**src/timer_channel_config_params.svh**
```systemverilog
// register offsets, field positions and reset values of the timer channel configuration
// assumes byte addresses on a 32-bit AXI4-Lite bus, one aligned word per register
`ifndef TIMER_CHANNEL_CONFIG_PARAMS_SVH
`define TIMER_CHANNEL_CONFIG_PARAMS_SVH

`define TCC_OFS_TIMER_CONTROL 8'h00
`define TCC_OFS_MODE_SELECT 8'h04
`define TCC_OFS_IO_CONTROL 8'h08
`define TCC_OFS_SYNC_CONFIG 8'h0c
`define TCC_OFS_STATUS 8'h10

`define TCC_CLEAR_HI 7
`define TCC_CLEAR_LO 5
`define TCC_EDGE_HI 4
`define TCC_EDGE_LO 3
`define TCC_PRESCALE_HI 2
`define TCC_PRESCALE_LO 0
`define TCC_SYNC_BIT 0

`define TCC_RESET_TIMER_CONTROL 8'h00
`define TCC_RESET_MODE_SELECT 8'hc0
`define TCC_MODE_FIXED_HI 4'hc
`define TCC_RESET_IO_CONTROL 8'h00

`define TCC_CLR_NONE 3'h0
`define TCC_CLR_REG_A 3'h1
`define TCC_CLR_REG_B 3'h2
`define TCC_CLR_SYNC 3'h3

`define TCC_PSC_DIV1 3'h0
`define TCC_PSC_DIV4 3'h1
`define TCC_PSC_DIV16 3'h2
`define TCC_PSC_DIV64 3'h3
`define TCC_PSC_EXT_A 3'h4
`define TCC_PSC_EXT_B 3'h5
`define TCC_PSC_EXT_C 3'h6
`define TCC_PSC_DIV1024 3'h7

`define TCC_MODE_NORMAL 4'h0
`define TCC_MODE_PWM1 4'h2
`define TCC_MODE_PWM2 4'h3
`define TCC_MODE_PHASE1 4'h4
`define TCC_MODE_PHASE4 4'h7

`define TCC_RESP_OKAY 2'h0
`define TCC_RESP_SLVERR 2'h2

`endif

```
**src/timer_channel_config_pkg.sv**
```systemverilog
// types shared by the timer channel configuration block
// assumes the constants header is included where offsets are needed
package timer_channel_config_pkg;
	typedef logic [7:0] reg8_t;
	typedef enum logic [1:0] {src_internal, src_external, src_phase} count_src_e;
endpackage

```
**src/timer_channel_config.sv**
```systemverilog
// timer channel configuration: clock source, edge, clear source, mode and pin control
// assumes an AXI4-Lite master on aclk and a counter datapath that reports compare matches
//
// The implementer's own choices: the AXI4-Lite slave port and the placing of the registers.
`timescale 1ns/1ps
`include "timer_channel_config_params.svh"

module timer_channel_config
(
	input wire logic aclk,
	input wire logic aresetn,
	input wire logic [31:0] s_axi_awaddr,
	input wire logic [2:0] s_axi_awprot,
	input wire logic s_axi_awvalid,
	output logic s_axi_awready,
	input wire logic [31:0] s_axi_wdata,
	input wire logic [3:0] s_axi_wstrb,
	input wire logic s_axi_wvalid,
	output logic s_axi_wready,
	output logic [1:0] s_axi_bresp,
	output logic s_axi_bvalid,
	input wire logic s_axi_bready,
	input wire logic [31:0] s_axi_araddr,
	input wire logic [2:0] s_axi_arprot,
	input wire logic s_axi_arvalid,
	output logic s_axi_arready,
	output logic [31:0] s_axi_rdata,
	output logic [1:0] s_axi_rresp,
	output logic s_axi_rvalid,
	input wire logic s_axi_rready,
	input wire logic ext_clk_in_a,
	input wire logic ext_clk_in_b,
	input wire logic ext_clk_in_c,
	input wire logic cap_cmp_pin_a_in,
	output logic cap_cmp_pin_a_out,
	output logic cap_cmp_pin_a_oe,
	input wire logic cap_cmp_pin_b_in,
	output logic cap_cmp_pin_b_out,
	output logic cap_cmp_pin_b_oe,
	input wire logic compare_match_a,
	input wire logic compare_match_b,
	input wire logic sync_clear_in,
	output logic count_tick,
	output logic counter_clear,
	output logic sync_clear_out,
	output logic capture_a,
	output logic capture_b
);

	timer_channel_config_pkg::reg8_t channel_timer_control;
	logic [3:0] channel_mode_sel;
	timer_channel_config_pkg::reg8_t channel_io_control;
	logic sync_enable;

	logic [31:0] aw_addr;
	logic aw_held;
	logic [31:0] w_data;
	logic [3:0] w_strb;
	logic w_held;
	logic do_write;
	logic [7:0] wr_ofs;
	logic wr_ok;
	logic [7:0] rd_ofs;
	logic [7:0] rd_value;
	logic rd_ok;

	logic [2:0] clear_source_sel;
	logic [1:0] count_edge_sel;
	logic [2:0] prescale_sel;
	logic [3:0] io_ctrl_a;
	logic [3:0] io_ctrl_b;

	// synchroniser for ext clocks a/b/c and capture pins a/b
	logic [4:0] pin_meta;
	logic [4:0] pin_sync;
	logic [4:0] pin_prev;
	logic [4:0] pin_rise;
	logic [4:0] pin_fall;

	logic [9:0] pre_cnt;
	logic sel_level;
	logic sel_level_d;
	logic sel_rise;
	logic sel_fall;
	logic next_tick;
	timer_channel_config_pkg::count_src_e count_src;

	logic [1:0] pin_level;
	logic [1:0] pin_oe;
	logic [1:0] next_capture;
	logic [1:0] cmp_event;
	logic [1:0] io_write;
	logic [3:0] io_code [0:1];
	logic [1:0] cmp_in;
	logic local_clear;
	logic next_clear;

	assign clear_source_sel = {1'b0, channel_timer_control[6:5]};
	assign count_edge_sel = channel_timer_control[`TCC_EDGE_HI:`TCC_EDGE_LO];
	assign prescale_sel = channel_timer_control[`TCC_PRESCALE_HI:`TCC_PRESCALE_LO];
	assign io_ctrl_a = channel_io_control[3:0];
	assign io_ctrl_b = channel_io_control[7:4];
	assign io_code[0] = io_ctrl_a;
	assign io_code[1] = io_ctrl_b;
	assign cmp_in = {compare_match_b, compare_match_a};

	// write side: address and data taken in either order
	assign do_write = aw_held && w_held && !s_axi_bvalid;
	assign wr_ofs = aw_addr[7:0];
	assign wr_ok = (aw_addr[31:8] == 24'h000000) && (wr_ofs[1:0] == 2'h0) &&
		(wr_ofs <= `TCC_OFS_STATUS);

	always_ff @(posedge aclk)
	begin
		if (!aresetn)
		begin
			aw_held <= 1'b0;
			aw_addr <= 32'h00000000;
		end
		else if (s_axi_awvalid && s_axi_awready)
		begin
			aw_held <= 1'b1;
			aw_addr <= s_axi_awaddr;
		end
		else if (do_write)
			aw_held <= 1'b0;
	end

	always_ff @(posedge aclk)
	begin
		if (!aresetn)
		begin
			w_held <= 1'b0;
			w_data <= 32'h00000000;
			w_strb <= 4'h0;
		end
		else if (s_axi_wvalid && s_axi_wready)
		begin
			w_held <= 1'b1;
			w_data <= s_axi_wdata;
			w_strb <= s_axi_wstrb;
		end
		else if (do_write)
			w_held <= 1'b0;
	end

	always_ff @(posedge aclk)
	begin
		if (!aresetn)
		begin
			s_axi_awready <= 1'b1;
			s_axi_wready <= 1'b1;
		end
		else
		begin
			s_axi_awready <= !(aw_held || (s_axi_awvalid && s_axi_awready)) || do_write;
			s_axi_wready <= !(w_held || (s_axi_wvalid && s_axi_wready)) || do_write;
		end
	end

	always_ff @(posedge aclk)
	begin
		if (!aresetn)
		begin
			s_axi_bvalid <= 1'b0;
			s_axi_bresp <= `TCC_RESP_OKAY;
		end
		else if (do_write)
		begin
			s_axi_bvalid <= 1'b1;
			s_axi_bresp <= wr_ok ? `TCC_RESP_OKAY : `TCC_RESP_SLVERR;
		end
		else if (s_axi_bready)
			s_axi_bvalid <= 1'b0;
	end

	// configuration registers, byte lane 0 only
	always_ff @(posedge aclk)
	begin
		if (!aresetn)
		begin
			channel_timer_control <= `TCC_RESET_TIMER_CONTROL;
			channel_mode_sel <= 4'(`TCC_RESET_MODE_SELECT);
			channel_io_control <= `TCC_RESET_IO_CONTROL;
			sync_enable <= 1'b0;
		end
		else if (do_write && wr_ok && w_strb[0])
		begin
			case (wr_ofs)
				`TCC_OFS_TIMER_CONTROL: channel_timer_control <= {1'b0, w_data[6:0]};
				`TCC_OFS_MODE_SELECT: channel_mode_sel <= w_data[3:0];
				`TCC_OFS_IO_CONTROL: channel_io_control <= w_data[7:0];
				`TCC_OFS_SYNC_CONFIG: sync_enable <= w_data[`TCC_SYNC_BIT];
				default: ;
			endcase
		end
	end

	assign io_write[0] = do_write && wr_ok && w_strb[0] && (wr_ofs == `TCC_OFS_IO_CONTROL);
	assign io_write[1] = io_write[0];

	// read side
	assign rd_ofs = s_axi_araddr[7:0];
	assign rd_ok = (s_axi_araddr[31:8] == 24'h000000) && (rd_ofs[1:0] == 2'h0) &&
		(rd_ofs <= `TCC_OFS_STATUS);

	always_comb
	begin
		rd_value = 8'h00;
		case (rd_ofs)
			`TCC_OFS_TIMER_CONTROL: rd_value = {1'b0, channel_timer_control[6:0]};
			`TCC_OFS_MODE_SELECT: rd_value = {`TCC_MODE_FIXED_HI, channel_mode_sel};
			`TCC_OFS_IO_CONTROL: rd_value = channel_io_control;
			`TCC_OFS_SYNC_CONFIG: rd_value = {7'h00, sync_enable};
			`TCC_OFS_STATUS: rd_value = {2'h0, pin_level, pin_oe,
				(count_src == timer_channel_config_pkg::src_external),
				(count_src == timer_channel_config_pkg::src_phase)};
			default: rd_value = 8'h00;
		endcase
	end

	always_ff @(posedge aclk)
	begin
		if (!aresetn)
		begin
			s_axi_arready <= 1'b1;
			s_axi_rvalid <= 1'b0;
			s_axi_rdata <= 32'h00000000;
			s_axi_rresp <= `TCC_RESP_OKAY;
		end
		else if (s_axi_arvalid && s_axi_arready)
		begin
			s_axi_arready <= 1'b0;
			s_axi_rvalid <= 1'b1;
			s_axi_rdata <= rd_ok ? {24'h000000, rd_value} : 32'h00000000;
			s_axi_rresp <= rd_ok ? `TCC_RESP_OKAY : `TCC_RESP_SLVERR;
		end
		else if (s_axi_rvalid && s_axi_rready)
		begin
			s_axi_rvalid <= 1'b0;
			s_axi_arready <= 1'b1;
		end
	end

	// pin synchronisers and edge detection
	always_ff @(posedge aclk)
	begin
		if (!aresetn)
		begin
			pin_meta <= 5'h00;
			pin_sync <= 5'h00;
			pin_prev <= 5'h00;
		end
		else
		begin
			pin_meta <= {cap_cmp_pin_b_in, cap_cmp_pin_a_in, ext_clk_in_c, ext_clk_in_b,
				ext_clk_in_a};
			pin_sync <= pin_meta;
			pin_prev <= pin_sync;
		end
	end

	assign pin_rise = pin_sync & ~pin_prev;
	assign pin_fall = ~pin_sync & pin_prev;

	// count source selection
	always_comb
	begin
		if (channel_mode_sel[3:2] == 2'h1)
			count_src = timer_channel_config_pkg::src_phase;
		else if (prescale_sel[2] && (prescale_sel != `TCC_PSC_DIV1024))
			count_src = timer_channel_config_pkg::src_external;
		else
			count_src = timer_channel_config_pkg::src_internal;
	end

	always_ff @(posedge aclk)
	begin
		if (!aresetn)
			pre_cnt <= 10'h000;
		else
			pre_cnt <= pre_cnt + 10'h001;
	end

	always_comb
	begin
		sel_level = 1'b0;
		case (prescale_sel)
			`TCC_PSC_DIV4: sel_level = pre_cnt[1];
			`TCC_PSC_DIV16: sel_level = pre_cnt[3];
			`TCC_PSC_DIV64: sel_level = pre_cnt[5];
			`TCC_PSC_DIV1024: sel_level = pre_cnt[9];
			`TCC_PSC_EXT_A: sel_level = pin_sync[0];
			`TCC_PSC_EXT_B: sel_level = pin_sync[1];
			`TCC_PSC_EXT_C: sel_level = pin_sync[2];
			default: sel_level = 1'b0;
		endcase
	end

	always_ff @(posedge aclk)
	begin
		if (!aresetn)
			sel_level_d <= 1'b0;
		else
			sel_level_d <= sel_level;
	end

	assign sel_rise = sel_level & ~sel_level_d;
	assign sel_fall = ~sel_level & sel_level_d;

	always_comb
	begin
		next_tick = 1'b0;
		if (count_src == timer_channel_config_pkg::src_phase)
			next_tick = 1'b0;
		else if (prescale_sel == `TCC_PSC_DIV1)
			next_tick = 1'b1;
		else if (count_edge_sel[1])
			next_tick = sel_rise | sel_fall;
		else if (count_edge_sel[0])
			next_tick = sel_fall;
		else
			next_tick = sel_rise;
	end

	always_ff @(posedge aclk)
	begin
		if (!aresetn)
			count_tick <= 1'b0;
		else
			count_tick <= next_tick;
	end

	// per general register: output compare or input capture
	always_comb
	begin
		for (int i = 0; i < 2; i++)
		begin
			cmp_event[i] = cmp_in[i] && !io_code[i][3];
			if (!io_code[i][3])
				next_capture[i] = 1'b0;
			else if (io_code[i][1])
				next_capture[i] = pin_rise[3 + i] | pin_fall[3 + i];
			else if (io_code[i][0])
				next_capture[i] = pin_fall[3 + i];
			else
				next_capture[i] = pin_rise[3 + i];
		end
	end

	always_ff @(posedge aclk)
	begin
		if (!aresetn)
		begin
			pin_level <= 2'h0;
			pin_oe <= 2'h0;
		end
		else
		begin
			for (int i = 0; i < 2; i++)
			begin
				pin_oe[i] <= !io_code[i][3] && (io_code[i][1:0] != 2'h0);
				if (io_write[i] && !w_data[4 * i + 3])
					pin_level[i] <= w_data[4 * i + 2];
				else if (cmp_event[i])
				begin
					case (io_code[i][1:0])
						2'h1: pin_level[i] <= 1'b0;
						2'h2: pin_level[i] <= 1'b1;
						2'h3: pin_level[i] <= !pin_level[i];
						default: pin_level[i] <= pin_level[i];
					endcase
				end
			end
		end
	end

	assign cap_cmp_pin_a_out = pin_level[0];
	assign cap_cmp_pin_b_out = pin_level[1];
	assign cap_cmp_pin_a_oe = pin_oe[0];
	assign cap_cmp_pin_b_oe = pin_oe[1];

	// counter clear source
	always_comb
	begin
		local_clear = 1'b0;
		next_clear = 1'b0;
		case (clear_source_sel)
			`TCC_CLR_NONE: next_clear = 1'b0;
			`TCC_CLR_REG_A:
			begin
				local_clear = cmp_event[0] | next_capture[0];
				next_clear = local_clear;
			end
			`TCC_CLR_REG_B:
			begin
				local_clear = cmp_event[1] | next_capture[1];
				next_clear = local_clear;
			end
			`TCC_CLR_SYNC: next_clear = sync_clear_in && sync_enable;
			default: next_clear = 1'b0;
		endcase
	end

	always_ff @(posedge aclk)
	begin
		if (!aresetn)
		begin
			counter_clear <= 1'b0;
			sync_clear_out <= 1'b0;
			capture_a <= 1'b0;
			capture_b <= 1'b0;
		end
		else
		begin
			counter_clear <= next_clear;
			sync_clear_out <= local_clear && sync_enable;
			capture_a <= next_capture[0];
			capture_b <= next_capture[1];
		end
	end

endmodule

```
**config.mk**
```make
export PLATFORM = sky130hd
export DESIGN_NAME = timer_channel_config
export DESIGN_NICKNAME = d
export VERILOG_FILES = /design/src/timer_channel_config_pkg.sv /design/src/timer_channel_config.sv
export VERILOG_INCLUDE_DIRS = /design/src
export SDC_FILE = /design/constraint.sdc
export NUM_CORES = 1
export LEC_CHECK = 0
export BUFFER_PORTS_ARGS = -buffer_cell sky130_fd_sc_hd__buf_2
export CORE_ASPECT_RATIO = 0.9
export CORE_MARGIN = 2
export CORE_UTILIZATION = 54
export CTS_BUF_LIST = sky130_fd_sc_hd__clkbuf_4 sky130_fd_sc_hd__clkbuf_8 sky130_fd_sc_hd__clkbuf_16
export CTS_CLUSTER_SIZE = 16
export DETAILED_ROUTE_END_ITERATION = 12
export GPL_ROUTABILITY_DRIVEN = 0
export PLACE_DENSITY = 0.85
export SYNTH_ARGS = -nofsm -noshare
export SYNTH_HDL_FRONTEND = slang
export SYNTH_SLANG_ARGS = --single-unit
```
**constraint.sdc**
```tcl
create_clock -name aclk -period 3.7 [get_ports aclk]
set_input_delay 0.555 -clock aclk [delete_from_list [all_inputs] [get_ports aclk]]
set_output_delay 0.555 -clock aclk [all_outputs]
set_load 0.05 [all_outputs]
```
# After elaboration in Yosys (flattened, before gate mapping)
# Index checks and enable logic that the tools add are counted.
[word_totals]
input_bits = 121
ff_bits = 139
out_inout_bits = 50
word_cells = 166
[classes]
add_sub_neg = 1
n_bitwise = 14
eq_ne = 27
reduce_logical = 59
order_cmp = 2
muxes = 33
[op_table]
columns = ["op", "count"]
rows = [
  ["24-bit zero test", 2],
  ["8-bit one-hot mux with 5 select lines", 1],
  ["8-bit by 4-bit equality test with 1-bit output (second input constant)", 4],
  ["1-bit two-way mux", 23],
  ["1-bit logical AND", 22],
  ["8-bit by 3-bit equality test with 1-bit output (second input constant)", 2],
  ["8-bit by 5-bit less-or-equal comparator with 1-bit output (second input constant)", 2],
  ["8-bit zero test", 2],
  ["2-bit nonzero test", 8],
  ["2-bit equality test (second input constant)", 7],
  ["3-bit equality test (second input constant)", 4],
  ["2-bit AND reduction", 6],
  ["10-bit by 1-bit adder with 10-bit output (second input constant)", 1],
  ["5-bit bitwise AND", 2],
  ["2-bit by 1-bit equality test with 1-bit output (second input constant)", 5],
  ["5-bit inverter", 2],
  ["1-bit zero test", 9],
  ["1-bit one-hot mux with 3 select lines", 3],
  ["8-bit by 5-bit equality test with 1-bit output (second input constant)", 1],
  ["8-bit two-way mux", 1],
  ["4-bit nonzero test", 2],
  ["1-bit one-hot mux with 7 select lines", 1],
  ["3-bit by 2-bit equality test with 1-bit output (second input constant)", 2],
  ["2-bit two-way mux", 3],
  ["other kinds (10)", 21],
]

# Depth between registers and ports, before layout
# Gate-level depths: netlist (run 1).
[logic_depth]
word_depth = 9
mapped_depth = 9
mapped_depth_nobuf = 8

# Worst setup path after synthesis (run 1)
# No wires, ideal clock.
[synth_path]
path_type = "register to register"
startpoint = "register channel_timer_control[1]"
endpoint = "register count_tick"
path_stages_with_launch = 9
t_required_ns = 3.585
slack_ns = 1.628
setup_ns = 0.115
path_buffers = 1
arrival_time_ns = 1.957
period_less_slack_ns = 2.072
path_cell_list = "dfxtp_1 > clkbuf_1 > mux2i_1 > mux4_2 > ha_1 > mux2_2 > o21ai_0 > o31ai_1 > and3_1"
[synth_between]
elab_chain_cells = 7
word_cells_on_any_way = 22
cone_classes = "eq/ne (9); mux (6); bitwise (4); reduce/logical (3)"
[synth_rtl]
columns = ["item", "line_no", "rtl"]
rows = [
  ["from (decl)", "timer_channel_config.sv:50", "timer_channel_config_pkg::reg8_t channel_timer_control;"],
  ["from (signal assigned)", "timer_channel_config.sv:182", "channel_timer_control <= `TCC_RESET_TIMER_CONTROL;"],
  ["from (signal assigned)", "timer_channel_config.sv:190", "`TCC_OFS_TIMER_CONTROL: channel_timer_control <= {1'b0, w_data[6:0]};"],
  ["3-bit equality test, or another cell as far along", "timer_channel_config.sv:288", "case (prescale_sel)"],
  ["1-bit one-hot mux with 7 select lines", "timer_channel_config.sv:288", ""],
  ["1-bit inverter", "timer_channel_config.sv:309", "assign sel_fall = ~sel_level & sel_level_d;"],
  ["1-bit bitwise AND", "timer_channel_config.sv:309", ""],
  ["1-bit two-way mux or 1-bit bitwise OR (tied branches)", "timer_channel_config.sv:320, timer_channel_config.sv:319", ""],
  ["1-bit two-way mux", "timer_channel_config.sv:318", "else if (count_edge_sel[1])"],
  ["1-bit two-way mux", "timer_channel_config.sv:316", "else if (prescale_sel == `TCC_PSC_DIV1)"],
  ["to (signal assigned)", "timer_channel_config.sv:331", "count_tick <= next_tick;"],
  ["to (decl)", "timer_channel_config.sv:43", "output logic count_tick,"],
]
# Parallel ways exist; a longest one is shown, timed or not.
# A chain may end at the register's enable or synchronous reset.

# Final worst setup path (run 1)
# Ends and elaborated chain as after synthesis.

==> report_table.html, run 1 <==
<table>
<tr><th>Metric</th><th>Value</th></tr>
<tr><th colspan="2">Logic synthesis</th></tr>
<tr><td>Dominant register cell in the synthesized netlist</td><td>sky130_fd_sc_hd__dfxtp_1</td></tr>
<tr><td>Warnings from Yosys</td><td>0</td></tr>
<tr><td>Count of flip-flops with a built-in enable after synthesis</td><td>0</td></tr>
<tr><td>Syn avg cell area</td><td>8.85 sq um</td></tr>
<tr><td>Unique masters post-synth</td><td>50</td></tr>
<tr><td>Number of register bits inferred by synthesis</td><td>110</td></tr>
<tr><td>Post-synthesis async set-or-reset flop share</td><td>0%</td></tr>
<tr><td>Cell area after synthesis</td><td>roughly 4900 sq um</td></tr>
<tr><td>Number of standard cells after synthesis</td><td>about 560</td></tr>
<tr><td>Sequential share of the synthesized area</td><td>roughly 45%</td></tr>
<tr><th colspan="2">Place</th></tr>
<tr><td>HPWL Detailed</td><td>between 7 and 8 mm</td></tr>
<tr><td>Place WS</td><td>1.35 ns</td></tr>
<tr><td>Post-DP Area</td><td>between 5000 and 6000 sq um</td></tr>
<tr><td># placed instances</td><td>between 700 and 800</td></tr>
<tr><td>Port bufs</td><td>around 110</td></tr>
<tr><th colspan="2">Hold path</th></tr>
<tr><td>Worst hold path class</td><td>input port to flop</td></tr>
<tr><th colspan="2">Floorplan</th></tr>
<tr><td>Total Die Area</td><td>roughly 9900 sq um</td></tr>
<tr><td>Die X-Extent</td><td>105 um</td></tr>
<tr><td>Height of the die</td><td>between 90 and 100 um</td></tr>
<tr><td>CORE AREA</td><td>8690 sq um</td></tr>
<tr><td>Starting utilization of the core area</td><td>56.5%</td></tr>
<tr><td>I/O pins</td><td>between 150 and 200</td></tr>
<tr><td>Number of placement rows</td><td>32</td></tr>
<tr><th colspan="2">Timing</th></tr>
<tr><td>Worst Max-Slew Pin Slew</td><td>1.09 ns</td></tr>
<tr><td>Worst slew margin</td><td>27.2%</td></tr>
<tr><td>Finish-stage setup viols</td><td>0</td></tr>
<tr><td>Setup repair after global routing missed its margin</td><td>no</td></tr>
<tr><td>F_max</td><td>472 MHz</td></tr>
<tr><td>Fin Setup TNS</td><td>0 ns</td></tr>
<tr><td>Worst setup skew after layout</td><td>about 0.013 ns</td></tr>
<tr><td>Post-layout min period</td><td>approximately 2.1 ns</td></tr>
<tr><td>Final worst path period share</td><td>between 50% and 60%</td></tr>
<tr><td>Fin worst setup slack</td><td>around 1.6 ns</td></tr>
<tr><td>Hold Fails Final Rpt</td><td>0</td></tr>
<tr><td>Fin. max-slew vios</td><td>0</td></tr>
<tr><th colspan="2">Clock network</th></tr>
<tr><td>Post-cts sizing count</td><td>0</td></tr>
<tr><td>Worst-skew pair later-pin latency</td><td>0.37 ns</td></tr>
<tr><td>Maximum clock path buffer count</td><td>2</td></tr>
<tr><td>Master cell of the clock root buffer</td><td>sky130_fd_sc_hd__clkbuf_8</td></tr>
<tr><td>Post-CTS Setup Repair Bufs</td><td>0</td></tr>
<tr><td>Clock-pin slew reported for the worst setup and hold paths after clock tree synthesis</td><td>0.10 ns</td></tr>
<tr><td>Num CTS Buffers</td><td>9</td></tr>
<tr><td>Hold buffer count at cts</td><td>0</td></tr>
<tr><td>CTS tree</td><td>yes</td></tr>
<tr><td>Sinks on the clock net</td><td>between 100 and 150</td></tr>
<tr><td>CTS HTree Levels</td><td>3</td></tr>
<tr><th colspan="2">Drt</th></tr>
<tr><td>Detailed Route WL</td><td>10.5 mm</td></tr>
<tr><td>Pre-antenna DRT Iters</td><td>4</td></tr>
<tr><td>DRC Markers</td><td>0</td></tr>
<tr><td>Routed wirelength normalized by instance count</td><td>13.5 um</td></tr>
<tr><td>Initial drt markers</td><td>between 100 and 150</td></tr>
<tr><td>Routed vias</td><td>between 4000 and 5000</td></tr>
<tr><td>Average vias per placed instance</td><td>~5.2</td></tr>
<tr><td>Final ANT Viol Nets</td><td>0</td></tr>
<tr><th colspan="2">Cells and area</th></tr>
<tr><td>Filler cells</td><td>just over 700</td></tr>
<tr><td>Number of nets in the layout</td><td>792</td></tr>
<tr><td>Final std cell area, no fill</td><td>between 5000 and 6000 sq um</td></tr>
<tr><td>Total area of multi-input combinational cells</td><td>between 2000 and 2500 sq um</td></tr>
<tr><td>Layout Area Growth over Synthesis</td><td>15.1%</td></tr>
<tr><td>Antenna diode instance count</td><td>0</td></tr>
<tr><td>Sequential cell area</td><td>~2200 sq um</td></tr>
<tr><td>Final std cells w/o fill</td><td>between 700 and 800</td></tr>
<tr><td>Fraction of final layout cells sized beyond drive strength 1</td><td>between 20% and 30%</td></tr>
<tr><th colspan="2">Global routing</th></tr>
<tr><td>Via count of the first global-routing pass</td><td>3843</td></tr>
<tr><td>Largest net degree at the start of global routing</td><td>62</td></tr>
<tr><td>Initial antenna violation count</td><td>0</td></tr>
<tr><td>Overall Global Routing Usage</td><td>between 20 and 25%</td></tr>
<tr><td>Total congestion overflow after global routing</td><td>0</td></tr>
<tr><td>Global-route wire length before repair</td><td>17.4 mm</td></tr>
<tr><th colspan="2">Setup path</th></tr>
<tr><td>Type of destination of the critical path</td><td>flop</td></tr>
<tr><td>Cell with the biggest individual delay on the critical path</td><td>sky130_fd_sc_hd__dfxtp_1</td></tr>
<tr><td>Biggest fanout along the worst timing path</td><td>8</td></tr>
<tr><td>Family with the most delay on the worst path</td><td>multiplexers</td></tr>
<tr><td>Data required time at the worst endpoint</td><td>about 4 ns</td></tr>
<tr><td>Max incr delay on CP</td><td>0.51 ns</td></tr>
<tr><td>Combined buffer and inverter count along the critical path</td><td>0</td></tr>
<tr><td>Cells traversed along the worst timing path</td><td>mux2i_1, mux4_2, ha_1, mux2_2, o21ai_0, o31ai_1, and3_1</td></tr>
<tr><td>Crit path arrival time</td><td>2.39 ns</td></tr>
<tr><td>Nature of the critical path startpoint</td><td>flop</td></tr>
<tr><td>Critical path class</td><td>flop to flop</td></tr>
<tr><th colspan="2">Pwr</th></tr>
<tr><td>IR drop worst, VDD</td><td>around 0.25 mV</td></tr>
<tr><td>Static Leakage</td><td>2.39 nW</td></tr>
<tr><td>Total power of the final layout</td><td>roughly 2.4 mW</td></tr>
<tr><td>Power density over the cells</td><td>around 420 nW/um^2</td></tr>
<tr><th colspan="2">Outcome</th></tr>
<tr><td>Result of the run</td><td>completed</td></tr>
<tr><th colspan="2">Flow run</th></tr>
<tr><td>Number of max-cap violations</td><td>0</td></tr>
</table>
## kinds of logic after synthesis
kind of cell / after synthesis / synth area share [%]
buffers and inverters: 67 / 7.26
adders and majority gates: 17 / 4.33
DFF: 110 / 44.8
xor gates and xnor gates: 8 / 1.43
and+or+nand+nor: 228 / 23.5
other: 1 / 0.0764
AOI/OAI and AO/OA: 86 / 10.5
muxes: 38 / 8.08
## through the flow
step / hold slack [ns] / util (%)
floorplan: 0.412 / -
global placement: 0.419 / 62.5
detailed placement: 0.421 / 62.5
CTS: 0.374 / 65.1
global route: 0.367 / 65.1
finish: 0.384 / 65.1
## report_power, final
part / leakage (nW) / internal, mW / switching (mW)
registers: 0.898 / 1.24 / 0.0373
logic: 1.39 / 0.102 / 0.229
clock network: 0.106 / 0.384 / 0.405
total: 2.39 / 1.72 / 0.672
## registers in the layout (all words and copies together), names as in the netlist, 2 cells and up
signal                 count
pin_level                  2
pin_prev                   2
aw_addr                   32
pin_sync                   5
channel_mode_sel           4
channel_io_control         8
pin_meta                   5
pin_oe                     2
s_axi_rdata                8
w_data                     8
pre_cnt                   10
channel_timer_control      7
## layer usage
| layer | global-route usage [%] | vias to the layer above | routed length [um] |
|---|---|---|---|
| li1 | - | 2030 | - |
| met3 | 6.49 | 17 | 754 |
| met5 | 0 | - | 0 |
| met4 | 7.66 | 0 | 201 |
| met2 | 37.9 | 146 | 5030 |
| met1 | 26.1 | 1869 | 4550 |
## cell usage after synthesis, types with 2 or more instances
cell type	number	share of area, %
sky130_fd_sc_hd__o21ai_0	12	1.2
sky130_fd_sc_hd__a22oi_1	2	0.31
sky130_fd_sc_hd__nor4_2	5	1.3
sky130_fd_sc_hd__o22ai_1	3	0.38
sky130_fd_sc_hd__a21oi_1	47	4.8
sky130_fd_sc_hd__o31a_1	2	0.36
sky130_fd_sc_hd__buf_4	26	4.0
sky130_fd_sc_hd__and2_1	15	1.9
sky130_fd_sc_hd__ha_1	17	4.3
sky130_fd_sc_hd__nand3_1	9	0.92
sky130_fd_sc_hd__a22o_1	8	1.4
sky130_fd_sc_hd__nor2b_1	6	0.76
sky130_fd_sc_hd__inv_1	16	1.2
sky130_fd_sc_hd__xor2_1	6	1.1
sky130_fd_sc_hd__nand2b_1	8	1.0
sky130_fd_sc_hd__nand2_1	124	9.5
sky130_fd_sc_hd__and3_1	4	0.51
sky130_fd_sc_hd__mux2i_1	34	6.9
sky130_fd_sc_hd__nor4_4	3	1.3
sky130_fd_sc_hd__nor4_1	10	1.3
sky130_fd_sc_hd__o211ai_1	2	0.31
sky130_fd_sc_hd__dfxtp_1	110	45
sky130_fd_sc_hd__nor3_1	6	0.61
sky130_fd_sc_hd__nor2_1	25	1.9
sky130_fd_sc_hd__nand4_1	5	0.64
sky130_fd_sc_hd__clkbuf_1	22	1.7
sky130_fd_sc_hd__o32ai_1	2	0.36
sky130_fd_sc_hd__mux2_2	3	0.69
sky130_fd_sc_hd__xnor2_1	2	0.36
## cell usage in the layout (no fill, tap or decap), types with 6 or more instances in the layout
cell type                  instances
sky130_fd_sc_hd__nor4_1           10
sky130_fd_sc_hd__ha_1             17
sky130_fd_sc_hd__nand2_1         124
sky130_fd_sc_hd__conb_1           26
sky130_fd_sc_hd__a22o_1            8
sky130_fd_sc_hd__nor2b_1           6
sky130_fd_sc_hd__dfxtp_1         110
sky130_fd_sc_hd__mux2i_1          34
sky130_fd_sc_hd__o21ai_0          12
sky130_fd_sc_hd__nor3_1            6
sky130_fd_sc_hd__buf_2           111
sky130_fd_sc_hd__nand3_1           9
sky130_fd_sc_hd__a21oi_1          47
sky130_fd_sc_hd__nand2b_1          8
sky130_fd_sc_hd__and2_1           15
sky130_fd_sc_hd__nor2_1           25
sky130_fd_sc_hd__xor2_1            6
sky130_fd_sc_hd__inv_1            16
sky130_fd_sc_hd__clkbuf_8          9
## cell type report
| cell class | instances | share of cell area, % |
|---|---|---|
| clock buffer | 9 | 2.19 |
| clock inverter | 7 | 1.73 |
| timing repair buffer | 113 | 10.1 |
| sequential | 110 | 39.0 |
| multi-input combinational | 403 | 43.3 |
| inverter | 17 | 1.13 |
| tap | 119 | 2.63 |
## worst register-to-register path, cell delays in order, from the launching register on
cell	delay (ns)
sky130_fd_sc_hd__dfxtp_1	0.51
sky130_fd_sc_hd__mux2i_1	0.13
sky130_fd_sc_hd__mux4_2	0.51
sky130_fd_sc_hd__ha_1	0.21
sky130_fd_sc_hd__mux2_2	0.25
sky130_fd_sc_hd__o21ai_0	0.16
sky130_fd_sc_hd__o31ai_1	0.09
sky130_fd_sc_hd__and3_1	0.17
## final timing paths
| check | from | end | slack [ns] | cells past startpoint |
|---|---|---|---|---|
| hold / removal | ext_clk_in_c | pin_meta[2] | 0.38 | 2 |
| setup / recovery | channel_timer_control[1] | count_tick | 1.58 | 7 |
| hold reg to reg | pin_meta[3] | pin_sync[3] | 0.44 | 1 |
| setup reg to reg | channel_timer_control[1] | count_tick | 1.58 | 7 |
(Power assumes the default switching activity.)
==> run 2: changes to the inputs <==
CORE_UTILIZATION = 45   (was 54)
PLACE_DENSITY = 0.76   (was 0.85)
clock period = 1.9 ns   (was 3.7 ns; I/O delays follow)
==> run 2 against run 1 <==
  * Sequential share of layout area decreased by 1.5 points
  * Core utilization decreased by 10 points
  * Non-clock buffer count increased by 15
  * Power increased by 110%
  * Register-to-register slack got worse by 1.5 ns
  * Worst setup slack got worse by 1.5 ns
  * Critical path depth unchanged
  * Clock-buffer cell count increased by 1
  * Wire length increased by 3.7%
  * Die area increased by 19%
  * Clock power increased by 130%
  * Global-route usage decreased by 3.1 points
==> report_table.html, run 2 (synthesized netlist as in run 1, its figures left out) <==
<table>
<tr><th>Metric</th><th>Value</th></tr>
<tr><th colspan="2">Outcome</th></tr>
<tr><td>Result of the run</td><td>completed</td></tr>
<tr><th colspan="2">Clock network</th></tr>
<tr><td>Num CTS Buffers</td><td>9 (unchanged)</td></tr>
<tr><td>CTS tree</td><td>yes</td></tr>
<tr><td>Worst-skew pair later-pin latency</td><td>0.34 ns (-0.03 ns)</td></tr>
<tr><td>Hold buffer count at cts</td><td>0 (unchanged)</td></tr>
<tr><td>CTS HTree Levels</td><td>3 (unchanged)</td></tr>
<tr><td>Sinks on the clock net</td><td>110 (unchanged)</td></tr>
<tr><td>Clock-pin slew reported for the worst setup and hold paths after clock tree synthesis</td><td>0.08 ns (-0.02 ns)</td></tr>
<tr><td>Maximum clock path buffer count</td><td>2 (unchanged)</td></tr>
<tr><td>Post-CTS Setup Repair Bufs</td><td>0 (unchanged)</td></tr>
<tr><td>Master cell of the clock root buffer</td><td>sky130_fd_sc_hd__clkbuf_16</td></tr>
<tr><th colspan="2">Place</th></tr>
<tr><td>HPWL Detailed</td><td>8.13 mm (+3.8%)</td></tr>
<tr><td>Place WS</td><td>-0.0475 ns (-1.40 ns)</td></tr>
<tr><td># placed instances</td><td>791 (+3.8%)</td></tr>
<tr><td>Port bufs</td><td>111 (unchanged)</td></tr>
<tr><th colspan="2">Timing</th></tr>
<tr><td>Worst slew margin</td><td>64.3% (+37 points)</td></tr>
<tr><td>Final worst path period share</td><td>98.2% (+41 points)</td></tr>
<tr><td>Post-layout min period</td><td>1.87 ns (-0.252 ns)</td></tr>
<tr><td>Finish-stage setup viols</td><td>0 (unchanged)</td></tr>
<tr><td>Worst Max-Slew Pin Slew</td><td>0.533 ns (-0.559 ns)</td></tr>
<tr><td>Fin worst setup slack</td><td>0.0339 ns (-1.55 ns)</td></tr>
<tr><td>Hold Fails Final Rpt</td><td>0 (unchanged)</td></tr>
<tr><td>F_max</td><td>536 MHz (+14%)</td></tr>
<tr><td>Worst-case hold slack</td><td>0.143 ns (-0.241 ns)</td></tr>
<tr><td>Worst setup skew after layout</td><td>0.0108 ns (-0.00264 ns)</td></tr>
<tr><td>Setup repair after global routing missed its margin</td><td>yes</td></tr>
<tr><td>Fin. max-slew vios</td><td>0 (unchanged)</td></tr>
<tr><th colspan="2">Cells and area</th></tr>
<tr><td>Number of nets in the layout</td><td>807 (+1.9%)</td></tr>
<tr><td>Final std cells w/o fill</td><td>807 (+3.7%)</td></tr>
<tr><td>Register name with the most flops</td><td>aw_addr</td></tr>
<tr><td>Most common cell after layout, fill and taps aside</td><td>sky130_fd_sc_hd__nand2_1</td></tr>
<tr><td>Top Registers</td><td>aw_addr x32, pre_cnt x10</td></tr>
<tr><td>Layout Area Growth over Synthesis</td><td>20.1%</td></tr>
<tr><td>Antenna diode instance count</td><td>0 (unchanged)</td></tr>
<tr><td>Most used cells in the layout excluding fill and tap cells</td><td>124 x sky130_fd_sc_hd__nand2_1, 111 x sky130_fd_sc_hd__buf_2, 108 x sky130_fd_sc_hd__dfxtp_1</td></tr>
<tr><td>Max FFs per register</td><td>32 (unchanged)</td></tr>
<tr><td>Fraction of final layout cells sized beyond drive strength 1</td><td>24.9% (+2.6 points)</td></tr>
<tr><th colspan="2">Hold path</th></tr>
<tr><td>Worst hold path class</td><td>input port to flop</td></tr>
<tr><th colspan="2">Global routing</th></tr>
<tr><td>Total congestion overflow after global routing</td><td>0 (unchanged)</td></tr>
<tr><td>Initial antenna violation count</td><td>0 (unchanged)</td></tr>
<tr><td>Overall Global Routing Usage</td><td>18.8% (-3.1 points)</td></tr>
<tr><td>Global-route wire length before repair</td><td>17.6 mm (+1.1%)</td></tr>
<tr><td>Via count of the first global-routing pass</td><td>3896 (+1.4%)</td></tr>
<tr><td>Largest net degree at the start of global routing</td><td>60 (-3.2%)</td></tr>
<tr><th colspan="2">Setup path</th></tr>
<tr><td>Family with the most delay on the worst path</td><td>multiplexers</td></tr>
<tr><td>Combined buffer and inverter count along the critical path</td><td>0 (unchanged)</td></tr>
<tr><td>Crit path arrival time</td><td>2.11 ns (-0.28 ns)</td></tr>
<tr><td>Cell with the biggest individual delay on the critical path</td><td>sky130_fd_sc_hd__mux4_2</td></tr>
<tr><td>Data required time at the worst endpoint</td><td>2.15 ns (-1.82 ns)</td></tr>
<tr><td>Max incr delay on CP</td><td>0.50 ns (about the same)</td></tr>
<tr><td>Critical path class</td><td>flop to flop</td></tr>
<tr><td>Nature of the critical path startpoint</td><td>flop</td></tr>
<tr><td>Biggest fanout along the worst timing path</td><td>5 (-3)</td></tr>
<tr><td>Type of destination of the critical path</td><td>flop</td></tr>
<tr><td>Cells traversed along the worst timing path</td><td>mux2i_1, mux4_2, ha_2, mux2_2, o21ai_2, o31ai_1, and3_1</td></tr>
<tr><th colspan="2">Floorplan</th></tr>
<tr><td>Total Die Area</td><td>11800 sq um (+19%)</td></tr>
<tr><td>I/O pins</td><td>171 (unchanged)</td></tr>
<tr><td>Number of placement rows</td><td>36 (+13%)</td></tr>
<tr><td>Die X-Extent</td><td>114 um (+9.2%)</td></tr>
<tr><td>Starting utilization of the core area</td><td>45.8% (-11 points)</td></tr>
<tr><td>CORE AREA</td><td>10700 sq um (+23%)</td></tr>
<tr><td>Height of the die</td><td>103 um (+9.1%)</td></tr>
<tr><th colspan="2">Pwr</th></tr>
<tr><td>Static Leakage</td><td>2.51 nW (+5.2%)</td></tr>
<tr><td>Power density over the cells</td><td>843 nW/um^2 (+99%)</td></tr>
<tr><td>Total power of the final layout</td><td>4.97 mW (+110%)</td></tr>
<tr><td>IR drop worst, VDD</td><td>0.558 mV (+120%)</td></tr>
<tr><th colspan="2">Flow run</th></tr>
<tr><td>Number of max-cap violations</td><td>0 (unchanged)</td></tr>
<tr><th colspan="2">Drt</th></tr>
<tr><td>Detailed Route WL</td><td>10.9 mm (+3.7%)</td></tr>
<tr><td>Routed wirelength normalized by instance count</td><td>13.5 um (about the same)</td></tr>
<tr><td>DRC Markers</td><td>0 (unchanged)</td></tr>
<tr><td>Pre-antenna DRT Iters</td><td>4 (unchanged)</td></tr>
<tr><td>Average vias per placed instance</td><td>5.07 (-2.8%)</td></tr>
<tr><td>Final ANT Viol Nets</td><td>0 (unchanged)</td></tr>
<tr><td>Routed vias</td><td>4094 (+0.79%)</td></tr>
<tr><td>Initial drt markers</td><td>165 (+18%)</td></tr>
</table>
[run 2: cell count changes in the layout (fill, tap and decap cells not counted), sizes merged]
cell / delta
clkinv: +1
inv: +2
clkinvlp: -2
clkbuf: +1
buf: +15
bufinv: -2
[run 2: final timing paths]
kind	endpoint	slack (ns)	cells after the start	start
worst max register to register	count_tick	0.03	7	channel_timer_control[1]
worst min-delay path	pin_meta[3]	0.14	2	cap_cmp_pin_a_in
worst max-delay path	count_tick	0.03	7	channel_timer_control[1]
worst min register to register	pin_sync[1]	0.44	1	pin_meta[1]
[run 2: worst register-to-register path, delay by kind of cell (launching register included)]
kind,cells,cell delay (ns)
adder cells (fa/ha/maj),1,0.18
AO/OA/AOI/OAI,2,0.19
multiplexers,3,0.88
flip-flops,1,0.37
AND/OR/NAND/NOR,1,0.15
[run 2: power breakdown]
group	internal, mW	leakage (nW)	switching [mW]
combinational	0.216	1.47	0.454
sequential	2.41	0.899	0.0720
clock	0.947	0.145	0.871
total	3.57	2.51	1.40
[run 2: what timing repair did]
| item | in CTS | in global routing |
|---|---|---|
| cloned | 0 | 0 |
| endpoints found under the setup margin | 1 | 14 |
| pin swaps | 0 | 3 |
| resized for setup | 1 | 7 |
[run 2: layout make-up]
class	instances	area, sq um
Clock buffer	10	239
Clock inverter	6	51.3
Fill cell	960	4820
Inverter	17	63.8
Multi-Input combinational cell	403	2460
Sequential cell	110	2210
Tap cell	133	166
Timing Repair Buffer	128	703
[run 2: per-stage QoR]
stage / instance area [sq um] / TNS, ns / util (%)
after floorplan: 5020 / 0 / -
after global placement: 5580 / -0.0117 / 52.0
after detailed placement: 5580 / -0.0475 / 52.0
after global routing: 5900 / -0.0655 / 55.0
after CTS: 5870 / 0 / 54.7
final: 5900 / 0 / 55.0
[run 2: per-layer routing]
| metal | vias up | part of all wire, % | GRT usage, % | routed length (um) |
|---|---|---|---|---|
| met3 | 12 | 6.0 | 4.76 | 660 |
| met5 | - | 0 | 0 | 0 |
| met4 | 0 | 1.2 | 4.97 | 129 |
| met2 | 132 | 48 | 34.4 | 5300 |
| li1 | 2063 | - | - | - |
| met1 | 1887 | 44 | 22.2 | 4840 |
